## config.mk

```make
export PLATFORM = sky130hd
export DESIGN_NAME = pmdc_top
export DESIGN_NICKNAME = d
export VERILOG_FILES = /design/src/pmdc_pkg.sv /design/src/pmdc_ch_if.sv /design/src/pmdc_channel.sv /design/src/pmdc_top.sv
export SDC_FILE = /design/constraint.sdc
export NUM_CORES = 2
export LEC_CHECK = 0
export BUFFER_PORTS_ARGS = -buffer_cell sky130_fd_sc_hd__clkbuf_2
export CORE_MARGIN = 2
export CORE_UTILIZATION = 60
export CTS_CLUSTER_DIAMETER = 100
export DETAILED_ROUTE_END_ITERATION = 7
export GPL_TIMING_DRIVEN = 0
export PLACE_DENSITY = 0.88
export SLEW_MARGIN = 20
export SYNTH_ARGS = -nofsm -noshare
export SYNTH_HDL_FRONTEND = slang
export SYNTH_SLANG_ARGS = --single-unit
```

## constraint.sdc

```tcl
create_clock -name pclk -period 8.4 [get_ports pclk]
set_input_delay 1.68 -clock pclk [delete_from_list [all_inputs] [get_ports pclk]]
set_output_delay 1.68 -clock pclk [all_outputs]
set_load 0.02 [all_outputs]
```

## src/pmdc_pkg.sv

```systemverilog
// Shared constants and types of the PWM mode and dead-time control block
`default_nettype none
package pmdc_pkg;
    localparam int unsigned PMDC_NCH   = 8;
    localparam int unsigned PMDC_NPAIR = 4;
    localparam int unsigned PMDC_AW    = 8;
    localparam int unsigned PMDC_DW    = 32;
    localparam int unsigned PMDC_PW    = 16;
    localparam int unsigned PMDC_ZW    = 8;
    localparam logic [7:0]  PMDC_OFF_PERIOD0 = 8'h0C;
    localparam logic [7:0]  PMDC_OFF_PERIOD7 = 8'h28;
    localparam logic [7:0]  PMDC_OFF_CTL2    = 8'h4C;
    localparam logic [7:0]  PMDC_OFF_FLAG    = 8'h50;
    localparam logic [7:0]  PMDC_OFF_INTEN   = 8'h54;
    localparam logic [7:0]  PMDC_OFF_INTSTS  = 8'h58;
    localparam int unsigned PMDC_BIT_ALIGN   = 31;
    localparam int unsigned PMDC_BIT_GROUP   = 30;
    localparam int unsigned PMDC_BIT_MODE    = 28;
    localparam int unsigned PMDC_BIT_DT      = 24;
    localparam int unsigned PMDC_BIT_ZSRC    = 17;
    localparam int unsigned PMDC_GROUPED     = 6;
    localparam logic [31:0] PMDC_CTL2_RESET  = 32'h00000000;
    localparam logic [31:0] PMDC_CTL2_MASK   = 32'hFF020000;
    localparam logic [31:0] PMDC_ZERO32      = 32'h00000000;
    typedef enum logic [1:0] {
        PMDC_MODE_INDEP = 2'b00,
        PMDC_MODE_COMP  = 2'b01,
        PMDC_MODE_SYNC  = 2'b10,
        PMDC_MODE_RSVD  = 2'b11
    } pmdc_mode_t;
    typedef enum logic {
        PMDC_UP   = 1'b0,
        PMDC_DOWN = 1'b1
    } pmdc_dir_t;
endpackage : pmdc_pkg
`default_nettype wire

```

## src/pmdc_ch_if.sv

```systemverilog
// Signals between the control top and one channel counter
`default_nettype none
interface pmdc_ch_if (
    input wire logic pclk,
    input wire logic presetn
);
    logic                         tick;
    logic                         center;
    logic [pmdc_pkg::PMDC_PW-1:0] period;
    logic                         zero_evt;
    logic                         period_evt;
    logic                         wave;
    modport ctl (input pclk, input presetn, output tick, output center, output period,
                 input zero_evt, input period_evt, input wave);
    modport count_side (input pclk, input presetn, input tick, input center, input period,
                        output zero_evt, output period_evt, output wave);
endinterface : pmdc_ch_if
`default_nettype wire

```

## src/pmdc_channel.sv

```systemverilog
// One channel counter, edge- or center-aligned
`default_nettype none
module pmdc_channel (
    pmdc_ch_if.count_side ch
);
    import pmdc_pkg::*;
    localparam logic [PMDC_PW-1:0] CNT_ZERO = '0;
    localparam logic [PMDC_PW-1:0] CNT_ONE  = PMDC_PW'(1);
    logic [PMDC_PW-1:0] cnt;
    logic [PMDC_PW-1:0] next_cnt;
    pmdc_dir_t          dir;
    pmdc_dir_t          next_dir;

    always_comb begin
        next_cnt = cnt;
        next_dir = dir;
        if (ch.tick) begin
            if (ch.period == CNT_ZERO) begin
                next_cnt = CNT_ZERO;
                next_dir = PMDC_UP;
            end else if (!ch.center) begin
                next_dir = PMDC_DOWN;
                next_cnt = (cnt == CNT_ZERO) ? ch.period : cnt - CNT_ONE;
            end else begin
                // Up 0..P then down P-1..0: 2P+1 ticks a cycle
                case (dir)
                    PMDC_UP: begin
                        if (cnt >= ch.period) begin
                            next_dir = PMDC_DOWN;
                            next_cnt = ch.period - CNT_ONE;
                        end else begin
                            next_cnt = cnt + CNT_ONE;
                        end
                    end
                    PMDC_DOWN: begin
                        if (cnt == CNT_ZERO) begin
                            next_dir = PMDC_UP;
                        end else begin
                            next_cnt = cnt - CNT_ONE;
                        end
                    end
                    default: begin
                        next_dir = PMDC_UP;
                        next_cnt = CNT_ZERO;
                    end
                endcase
            end
        end
    end

    always_ff @(posedge ch.pclk or negedge ch.presetn) begin
        if (!ch.presetn) begin
            cnt <= CNT_ZERO;
            dir <= PMDC_UP;
        end else begin
            cnt <= next_cnt;
            dir <= next_dir;
        end
    end

    // Underflow: down count sitting at zero
    assign ch.zero_evt   = ch.tick && (ch.period != CNT_ZERO) && (cnt == CNT_ZERO)
                           && (!ch.center || dir == PMDC_DOWN);
    assign ch.period_evt = ch.tick && (ch.period != CNT_ZERO) && (cnt == ch.period)
                           && (!ch.center || dir == PMDC_UP);
    // Zero period keeps the wave low
    assign ch.wave = (ch.period != CNT_ZERO)
                     && (ch.center ? (dir == PMDC_DOWN) : (cnt <= (ch.period >> 1)));
endmodule : pmdc_channel
`default_nettype wire

```

## src/pmdc_top.sv

```systemverilog
// PWM mode, channel grouping, dead-time and zero-point flag control with APB
`default_nettype none
// What this block does
// - Bit 31 picks edge or center alignment
// - Group off: every channel times independently
// - Group on: 0,2,4 and 1,3,5 share timing
// - Bits 27..24 enable dead-time complementary pairs
// - Select clear: zero flag on counter underflow
// - Select matters only in center alignment
// - Center frequency is tick over 2P+1
// - Zero flag set by hardware, write-one clears
module pmdc_top #(
    parameter int unsigned CLK_DIV   = 1,
    parameter int unsigned DT_CYCLES = 2
) (
    input  wire logic                           pclk,
    input  wire logic                           presetn,
    input  wire logic                           pclk_en,
    input  wire logic [pmdc_pkg::PMDC_AW-1:0]   paddr,
    input  wire logic                           psel,
    input  wire logic                           penable,
    input  wire logic                           pwrite,
    input  wire logic [pmdc_pkg::PMDC_DW-1:0]   pwdata,
    output logic      [pmdc_pkg::PMDC_DW-1:0]   prdata,
    output logic                                pready,
    output logic                                pslverr,
    output logic      [pmdc_pkg::PMDC_NCH-1:0]  pwm_out,
    output logic                                irq
);
    import pmdc_pkg::*;
    localparam int unsigned DIVW = (CLK_DIV > 1) ? $clog2(CLK_DIV) : 1;
    localparam int unsigned DTW  = $clog2(DT_CYCLES + 1);
    localparam logic [DIVW-1:0] DIV_LAST = DIVW'(CLK_DIV - 1);
    localparam logic [DTW-1:0]  DT_LOAD  = DTW'(DT_CYCLES);
    localparam logic [DTW-1:0]  DT_NONE  = '0;

    if (CLK_DIV < 1 || DT_CYCLES < 1) begin : g_bad_param
        $error("CLK_DIV and DT_CYCLES must be at least 1");
    end

    logic [PMDC_DW-1:0]  ctl2,   next_ctl2;
    logic [PMDC_PW-1:0]  period [PMDC_NCH];
    logic [PMDC_PW-1:0]  next_period [PMDC_NCH];
    logic [PMDC_ZW-1:0]  zf,     next_zf;
    logic [PMDC_ZW-1:0]  zif,    next_zif;
    logic [PMDC_ZW-1:0]  zien,   next_zien;
    logic [PMDC_DW-1:0]  next_prdata;
    logic                next_pready, next_pslverr, next_irq;
    logic [DIVW-1:0]     div_cnt, next_div_cnt;
    logic                tick,    next_tick;
    logic [DTW-1:0]      dt_cnt [PMDC_NPAIR];
    logic [DTW-1:0]      next_dt_cnt [PMDC_NPAIR];
    logic [PMDC_NPAIR-1:0] prev_we, next_prev_we;
    logic [PMDC_NCH-1:0] next_pwm_out;
    logic [PMDC_NCH-1:0] zero_ev, per_ev, wave, nz;
    logic [PMDC_NCH-1:0] eff_zero, eff_per, eff_wave, eff_nz, evt;
    logic                center, group_en, zsrc, wr, access, map_hit, per_hit;
    logic [2:0]          per_idx;
    logic [PMDC_NPAIR-1:0] dt_en;
    pmdc_mode_t          mode;

    assign center   = ctl2[PMDC_BIT_ALIGN];
    assign group_en = ctl2[PMDC_BIT_GROUP];
    assign mode     = pmdc_mode_t'(ctl2[PMDC_BIT_MODE +: 2]);
    assign dt_en    = ctl2[PMDC_BIT_DT +: PMDC_NPAIR];
    assign zsrc     = ctl2[PMDC_BIT_ZSRC];

    for (genvar g = 0; g < PMDC_NCH; g++) begin : g_ch
        pmdc_ch_if chi (.pclk(pclk), .presetn(presetn));
        // Gated so a frozen block stops its counters too
        assign chi.tick   = tick && pclk_en;
        assign chi.center = center;
        assign chi.period = period[g];
        assign zero_ev[g] = chi.zero_evt;
        assign per_ev[g]  = chi.period_evt;
        assign wave[g]    = chi.wave;
        assign nz[g]      = (period[g] != '0);
        pmdc_channel u_ch (.ch(chi.count_side));
        if (g < PMDC_GROUPED) begin : g_grp
            // Grouped channels borrow channel 0 or 1 timing
            assign eff_zero[g] = group_en ? zero_ev[g % 2] : zero_ev[g];
            assign eff_per[g]  = group_en ? per_ev[g % 2]  : per_ev[g];
            assign eff_wave[g] = group_en ? wave[g % 2]    : wave[g];
            assign eff_nz[g]   = group_en ? nz[g % 2]      : nz[g];
        end else begin : g_solo
            assign eff_zero[g] = zero_ev[g];
            assign eff_per[g]  = per_ev[g];
            assign eff_wave[g] = wave[g];
            assign eff_nz[g]   = nz[g];
        end
        // Period-match source only counts in center alignment
        assign evt[g] = (center && zsrc) ? eff_per[g] : eff_zero[g];
    end

    assign access  = psel && penable;
    assign wr      = access && pready && pwrite;
    assign per_hit = (paddr >= PMDC_OFF_PERIOD0) && (paddr <= PMDC_OFF_PERIOD7)
                     && (paddr[1:0] == 2'h0);
    assign per_idx = 3'((paddr - PMDC_OFF_PERIOD0) >> 2);
    assign map_hit = per_hit || paddr == PMDC_OFF_CTL2 || paddr == PMDC_OFF_FLAG
                     || paddr == PMDC_OFF_INTEN || paddr == PMDC_OFF_INTSTS;

    // Register file and APB answer
    always_comb begin
        next_ctl2    = ctl2;
        next_zien    = zien;
        next_period  = period;
        next_zf      = zf;
        next_zif     = zif;
        next_pready  = access && !pready;
        next_pslverr = access && !pready && !map_hit;
        next_prdata  = prdata;
        if (wr && paddr == PMDC_OFF_CTL2) begin
            next_ctl2 = pwdata & PMDC_CTL2_MASK;
        end
        if (wr && paddr == PMDC_OFF_INTEN) begin
            next_zien = pwdata[PMDC_ZW-1:0];
        end
        for (int i = 0; i < PMDC_NCH; i++) begin
            if (wr && per_hit && per_idx == 3'(i)) begin
                next_period[i] = pwdata[PMDC_PW-1:0];
            end
        end
        if (wr && paddr == PMDC_OFF_FLAG) begin
            next_zf = zf & ~pwdata[PMDC_ZW-1:0];
        end
        if (wr && paddr == PMDC_OFF_INTSTS) begin
            next_zif = zif & ~pwdata[PMDC_ZW-1:0];
        end
        // Set applied after clear so a same-cycle event survives
        next_zf  = next_zf | evt;
        next_zif = next_zif | evt;
        next_irq = |(next_zif & zien);
        if (access && !pready) begin
            next_prdata = PMDC_ZERO32;
            if (per_hit) begin
                next_prdata = {{(PMDC_DW - PMDC_PW){1'b0}}, period[per_idx]};
            end else if (paddr == PMDC_OFF_CTL2) begin
                next_prdata = ctl2;
            end else if (paddr == PMDC_OFF_FLAG) begin
                next_prdata = {{(PMDC_DW - PMDC_ZW){1'b0}}, zf};
            end else if (paddr == PMDC_OFF_INTEN) begin
                next_prdata = {{(PMDC_DW - PMDC_ZW){1'b0}}, zien};
            end else if (paddr == PMDC_OFF_INTSTS) begin
                next_prdata = {{(PMDC_DW - PMDC_ZW){1'b0}}, zif};
            end
        end
    end

    // Prescaled PWM tick
    always_comb begin
        next_tick    = (div_cnt == DIV_LAST);
        next_div_cnt = next_tick ? '0 : div_cnt + DIVW'(1);
    end

    // Pair output shaping; dead time counted in pclk cycles
    always_comb begin
        next_dt_cnt  = dt_cnt;
        next_prev_we = prev_we;
        next_pwm_out = pwm_out;
        for (int p = 0; p < PMDC_NPAIR; p++) begin
            next_prev_we[p] = eff_wave[2*p];
            if (dt_en[p] && eff_wave[2*p] != prev_we[p]) begin
                next_dt_cnt[p] = DT_LOAD;
            end else if (dt_cnt[p] != DT_NONE) begin
                next_dt_cnt[p] = dt_cnt[p] - DTW'(1);
            end
            if (dt_en[p]) begin
                // Both low during dead time so the pair never overlaps
                next_pwm_out[2*p]   = eff_wave[2*p] && next_dt_cnt[p] == DT_NONE;
                next_pwm_out[2*p+1] = !eff_wave[2*p] && eff_nz[2*p]
                                      && next_dt_cnt[p] == DT_NONE;
            end else begin
                next_pwm_out[2*p] = eff_wave[2*p];
                case (mode)
                    PMDC_MODE_COMP: next_pwm_out[2*p+1] = !eff_wave[2*p] && eff_nz[2*p];
                    PMDC_MODE_SYNC: next_pwm_out[2*p+1] = eff_wave[2*p];
                    default:        next_pwm_out[2*p+1] = eff_wave[2*p+1];
                endcase
            end
        end
    end

    always_ff @(posedge pclk or negedge presetn) begin
        if (!presetn) begin
            ctl2    <= PMDC_CTL2_RESET;
            period  <= '{default: '0};
            zf      <= '0;
            zif     <= '0;
            zien    <= '0;
            prdata  <= '0;
            pready  <= 1'b0;
            pslverr <= 1'b0;
            irq     <= 1'b0;
            div_cnt <= '0;
            tick    <= 1'b0;
            dt_cnt  <= '{default: '0};
            prev_we <= '0;
            pwm_out <= '0;
        end else if (pclk_en) begin
            ctl2    <= next_ctl2;
            period  <= next_period;
            zf      <= next_zf;
            zif     <= next_zif;
            zien    <= next_zien;
            prdata  <= next_prdata;
            pready  <= next_pready;
            pslverr <= next_pslverr;
            irq     <= next_irq;
            div_cnt <= next_div_cnt;
            tick    <= next_tick;
            dt_cnt  <= next_dt_cnt;
            prev_we <= next_prev_we;
            pwm_out <= next_pwm_out;
        end
    end
endmodule : pmdc_top
`default_nettype wire

```

; After elaboration in Yosys (flattened, before gate mapping)
; Index checks and enable logic that the tools add are counted.
[word_totals]
input_bits = 46
latchBits = 0
ram_bits = 0
rom_bits = 0
n_memories = 0
register_bits = 354
[classes]
div_mod_pow = 0
shifts = 0
n_bitwise = 16
add_sub_neg = 30
magnitude_cmp = 19
muxes = 145
n_eq_ne = 33
n_reduce_logical = 167
mul = 0
[op_table]
columns = operator, n
row1 = two-way mux 16 bit, 42
row2 = logical NOT 16 bit, 16
row3 = one-hot mux 16 bit (2 select lines), 8
row4 = subtractor 16 x 1 -> 16 bit (second input constant), 16
row5 = adder 16 x 1 -> 16 bit (second input constant), 8
row6 = equality test 16 bit, 8
row7 = >= comparator 16 bit, 8
row8 = less-or-equal comparator 16 x 15 -> 1 bit, 8
row9 = nonzero test 16 bit, 8
row10 = logical AND 1 bit, 86
row11 = two-way mux 32 bit, 2
row12 = two-way mux 1 bit, 63
row13 = binary-select mux 16 bit (select 3 bit), 1
row14 = two-way mux 8 bit, 5
row15 = AND reduction 2 bit, 19
row16 = equality test 8 x 7 -> 1 bit (second input constant), 4
row17 = != test 4 bit (second input constant), 8
row18 = AND 8 bit, 3
row19 = two-way mux 2 bit, 12
row20 = one-hot mux 1 bit (2 select lines), 12
row21 = logical OR 1 bit, 20
row22 = bitwise OR 8 bit, 2
row23 = equality test 3 bit (second input constant), 4
row24 = logical NOT 2 bit, 5
row25 = 18 further kinds, 42

; Longest topological paths before layout
[depth]
depth_word = 10
depth_mapped = 13
mapped_depth_nobuf = 10

; Modules after synthesis
; A second synthesis with hierarchy kept.
[unflattened]
cells_unflattened = 3906
area_unflattened_um2 = 32884.0
[modules_own_cells]
columns = mod, cells_each, area_per_inst_um2, instances
row1 = pmdc_channel at g_ch[0].u_ch ..., 388, 2797.7, 7
row2 = pmdc_top, 820, 10421.2, 1
row3 = pmdc_channel at g_ch[2].u_ch, 370, 2879.0, 1

; Worst setup path after synthesis
; OpenSTA, ideal clock, no wires.
[synth_timing]
path_type = input-to-reg
start = input paddr[2] (netlist bit)
end = register prdata[1] (netlist bit)
arrival_ns = 5.031
setup_slack_ns = 3.233
setup_ns = 0.136
n_path_buf = 6
stages = 13
cell_sequence = clkbuf_1 > buf_1 > clkbuf_1 > inv_1 > ha_1 > clkbuf_1 > clkbuf_1 > clkbuf_1 > mux4_2 > nand2_1 > a21oi_1 > a21oi_1 > o21ai_0
[synth_between]
elab_chain_len = 6
elab_cells_between_ends = 18
[synth_rtl]
columns = element, line_no
row1 = start: declaration, pmdc_top.sv:19  ; input wire logic [pmdc_pkg::PMDC_AW-1:0] paddr,
row2 = subtractor 5 x 4 -> 5 bit / equality test 8 x 7 -> 1 bit (equally long branches), "pmdc_top.sv:99, pmdc_top.sv:144"
row3 = inverter 3 -> 4 bit (not written as such) / two-way mux 8 bit (equally long branches), "pmdc_top.sv:137, pmdc_top.sv:144"
row4 = binary-select mux 16 bit (select 3 bit) / two-way mux 8 bit (equally long branches), "pmdc_top.sv:137, pmdc_top.sv:142"
row5 = two-way mux 16 bit (not written as such) / two-way mux 8 bit (equally long branches), "pmdc_top.sv:137, pmdc_top.sv:140"
row6 = two-way mux 16 bit (not written as such) / two-way mux 32 bit (equally long branches), "pmdc_top.sv:137, pmdc_top.sv:138"
row7 = two-way mux 32 bit (*), pmdc_top.sv:136  ; if (per_hit) begin
row8 = end signal: assignment, pmdc_top.sv:206  ; prdata <= next_prdata;
row9 = end: declaration, pmdc_top.sv:24  ; output logic [pmdc_pkg::PMDC_DW-1:0] prdata,
; Every way passes the cells marked *; elsewhere a longest branch is shown, timed or not. The select of a mux whose other input is x is not followed.
; A chain may end at the register's enable or synchronous reset.

; Worst setup path in the final report
[layout_timing]
start = input paddr[2] (netlist bit)
end = register prdata[9] (netlist bit)
[layout_between]
elab_chain_len = 6
elab_cells_between_ends = 10
[layout_rtl]
columns = element, line_no
row1 = subtractor 5 x 4 -> 5 bit, pmdc_top.sv:99  ; assign per_idx = 3'((paddr - PMDC_OFF_PERIOD0) >> 2);
row2 = inverter 3 -> 4 bit (not written as such), pmdc_top.sv:137  ; next_prdata = {{(PMDC_DW - PMDC_PW){1'b0}}, period[per_idx]};
row3 = binary-select mux 16 bit (select 3 bit), pmdc_top.sv:137
row4 = two-way mux 16 bit (not written as such) (2 in a row), pmdc_top.sv:137
row5 = two-way mux 32 bit (*), pmdc_top.sv:136
; Marks and branches as above.

==> results.py <==
metrics = {
    "run_status": {
        "status": "finished with violations",
        "violations": "design-rule violations",
    },
    "cts": {
        "ctsHoldBuffers": 0,
        "cts_max_path_buffers": 3,
        "clock_sinks": 346,
        "clkLatencyLatePin_ns": 0.59,
        "cts_setup_buffers": 0,
        "numCtsBuffers": 42,
        "clk_pin_slew_ns": 0.06,
        "tritoncts": "done",
        "cts_resized": 0,
        "htree_num_levels": 2,
        "root_buffer": "clkbuf_16",
    },
    "worst_setup_path": {
        "path_class": "in -> reg",
        "rr_endpoint": "g_ch[2].u_ch.cnt[0]",
        "critPathMostFrequentCell": "clkbuf_1",
        "cp_max_fo": 10,
        "required_ns": 8.84,
        "max_stage_delay_ns": 0.74,
        "critPathCapture": "prdata[9]",
        "r2r-start": "ctl2[31]",
        "worstSetupEndpointType": "flop",
        "reg2reg_slack_ns": 3.41,
        "startpoint_type": "input port",
        "reg2reg_depth": 8,
        "cp-startpoint": "paddr[2]",
        "path_cells": "clkbuf_2 -> clkbuf_1 -> buf_1 -> clkbuf_1 -> inv_1 -> ha_1 -> clkbuf_1 -> clkbuf_1 -> buf_1 -> mux4_2 -> mux2i_1 -> o31ai_1",
        "cp_slowest_cell": "buf_1",
        "worstPathArrival_ns": 6.77,
    },
    "floorplan": {
        "die_height_um": 233,
        "dieArea_um2": 54500,
        "start_util": 0.604,
        "fp.dieW_um": 233,
        "ios": 89,
        "row_count": 84,
        "design.core.area_um2": 52300,
    },
    "sta": {
        "layout_worst_path_cycle_share": 0.753,
        "fmax_mhz": 158,
        "tightest_slew_ns": 1.33,
        "finalClockSkew_ns": 0.0199,
        "setup_violations": 0,
        "holdWs_ns": 0.478,
        "max_slew_margin": 0.114,
        "fin_crit_ns": 6.32,
        "finalHoldViolations": 0,
        "slew_viol_final": 0,
        "grt_setup_unrepaired": "false",
    },
    "global_route": {
        "grt_max_degree": 89,
        "grt_pass1_vias": 30000,
        "overflow": 0,
        "grt_pass1_wl_um": 178000,
        "grt_usage": 0.426,
        "antenna_found_initial": 2,
    },
    "route": {
        "avgViaCountPerCell": 7.01,
        "drc_errors": 7,
        "drt_iter0_drc": 4693,
        "wirelength_um": 118000,
        "vias": 31800,
        "wl_per_cell_um": 25.9,
        "firstDrtPassIters": 8,
        "ant_nets": 0,
    },
    "hold_path": {
        "hold_path_class": "reg -> reg",
    },
    "place": {
        "port_buffers": 73,
        "hpwl_um": 87000,
        "place_congestion": 1.06,
    },
    "synth": {
        "syn_area_um2": 31600,
        "syn_avg_cell_area_um2": 8.57,
        "synth_edf_count": 0,
        "syn_inst": 3686,
        "ys_async_sr_fraction": 1.00,
        "ys_ff_latch": 346,
        "synth-warning-count": 0,
        "synthFlopType": "dfrtp_1",
        "yosys.cell_types.count": 99,
        "seq_area_frac_synth": 0.274,
    },
    "finish": {
        "drive_gt1_frac": 0.108,
        "final_cell_mix": "346 x dfrtp_1, 322 x nand2_1, 290 x ha_1",
        "layout_commonest_cell": "dfrtp_1",
        "nets": 4150,
        "synthToLayoutAreaGrowth_pct": 9.23,
        "final_util": 0.659,
        "nFillCells": 4251,
    },
    "job": {
        "drv_cap": 0,
    },
    "power_and_ir_drop": {
        "power.total_mw": 4.11,
        "irDropWorstVdd_mv": 0.135,
        "powerDensity_nw_per_um2": 119,
        "power.leakage_nw": 16.0,
    },
}
synth_stat cells, types with 31 or more instances:
library cell,count,share of area
dfrtp_1,346,0.27
nand2_1,322,0.038
ha_1,290,0.11
o21ai_0,239,0.038
nor2_1,219,0.026
xnor2_1,218,0.060
clkbuf_1,196,0.023
inv_1,183,0.022
a21oi_1,169,0.027
nand3_1,161,0.026
mux2_2,151,0.054
nor3_1,119,0.019
mux2i_1,88,0.028
nand4_1,78,0.015
xor2_1,72,0.020
a21o_1,58,0.014
and3_1,58,0.011
nor4_1,57,0.011
o31ai_1,42,0.010
a31oi_1,39,0.0077
o211ai_1,38,0.0090
o221ai_1,38,0.011
a22oi_1,37,0.0088
mux4_2,31,0.022
nor2b_1,31,0.0061
critical path: cells and delay by family:
family	cells	cell delay [ns]
AO/OA/AOI/OAI	1	0.13
adder cells (fa/ha/maj)	1	0.32
buffers and inverters	8	3.77
multiplexers	2	0.84
per-layer routing:
layer	track usage	wire, µm
met3	0.142	17600
met1	0.539	42400
met5	0	0
met2	0.631	49100
met4	0.254	8620
logic make-up after synthesis:
logic type,count (synthesis),share of synthesized area
AOI/OAI and AO/OA,855,0.179
xor gates and xnor gates,290,0.0804
adders and majority gates,290,0.115
buffers and inverters,418,0.0526
DFF,346,0.274
muxes,271,0.105
other,1,0.000119
and+or+nand+nor,1215,0.195
stage by stage:
stage	cell area [µm²]	TNS [ns]	setup WS, ns	std cells
after floorplan	31600	0	3.23	3692
after detailed placement	33000	0	1.76	4457
after global placement	32800	-763.33	-2.25	4453
after global routing	34500	0	1.90	4535
final	34500	0	2.08	4538
after CTS	34500	0	2.28	4533
sequential cells by signal (all words and copies together), names as in the netlist:
name	flops
prdata	25
zien	8
g_ch.u_ch.dir	8
irq	1
tick	1
g_ch.chi.period	128
prev_we	4
dt_cnt	8
ctl2	9
g_ch.u_ch.cnt	128
pready	1
pslverr	1
zif	8
pwm_out	8
zf	8
how the worst min path moves through the flow:
| stage | startpoint | to | slack [ns] | cells past startpoint |
|---|---|---|---|---|
| final | zf[1] | zf[1] | 0.48 | 2 |
| after floorplan | zf[0] | zf[0] | 0.44 | 2 |
| after CTS | zf[1] | zf[1] | 0.48 | 2 |
| after global routing | zf[6] | zf[6] | 0.50 | 1 |
| after global placement | zf[0] | zf[0] | 0.45 | 2 |
| after detailed placement | zf[1] | zf[1] | 0.46 | 2 |
final cells by class:
cell class / count / area (µm²) / share of cell area
buffer: 234 / 982 / 0.0285
antenna: 4 / 10.0 / 0.000290
timing repair buffer: 78 / 495 / 0.0144
clock buffer: 59 / 1260 / 0.0365
multi-input combinational: 2928 / 21300 / 0.618
sequential: 346 / 8660 / 0.251
tap: 688 / 861 / 0.0249
inverter: 184 / 691 / 0.0200
clock inverter: 17 / 233 / 0.00674
where the power goes:
| part | switching, mW | total, mW | internal (mW) |
|---|---|---|---|
| logic | 0.247 | 0.366 | 0.119 |
| clock network | 0.802 | 2.00 | 1.20 |
| registers | 0.0344 | 1.74 | 1.70 |
| total | 1.08 | 4.11 | 3.02 |
Power figures use the tool's default switching activity.
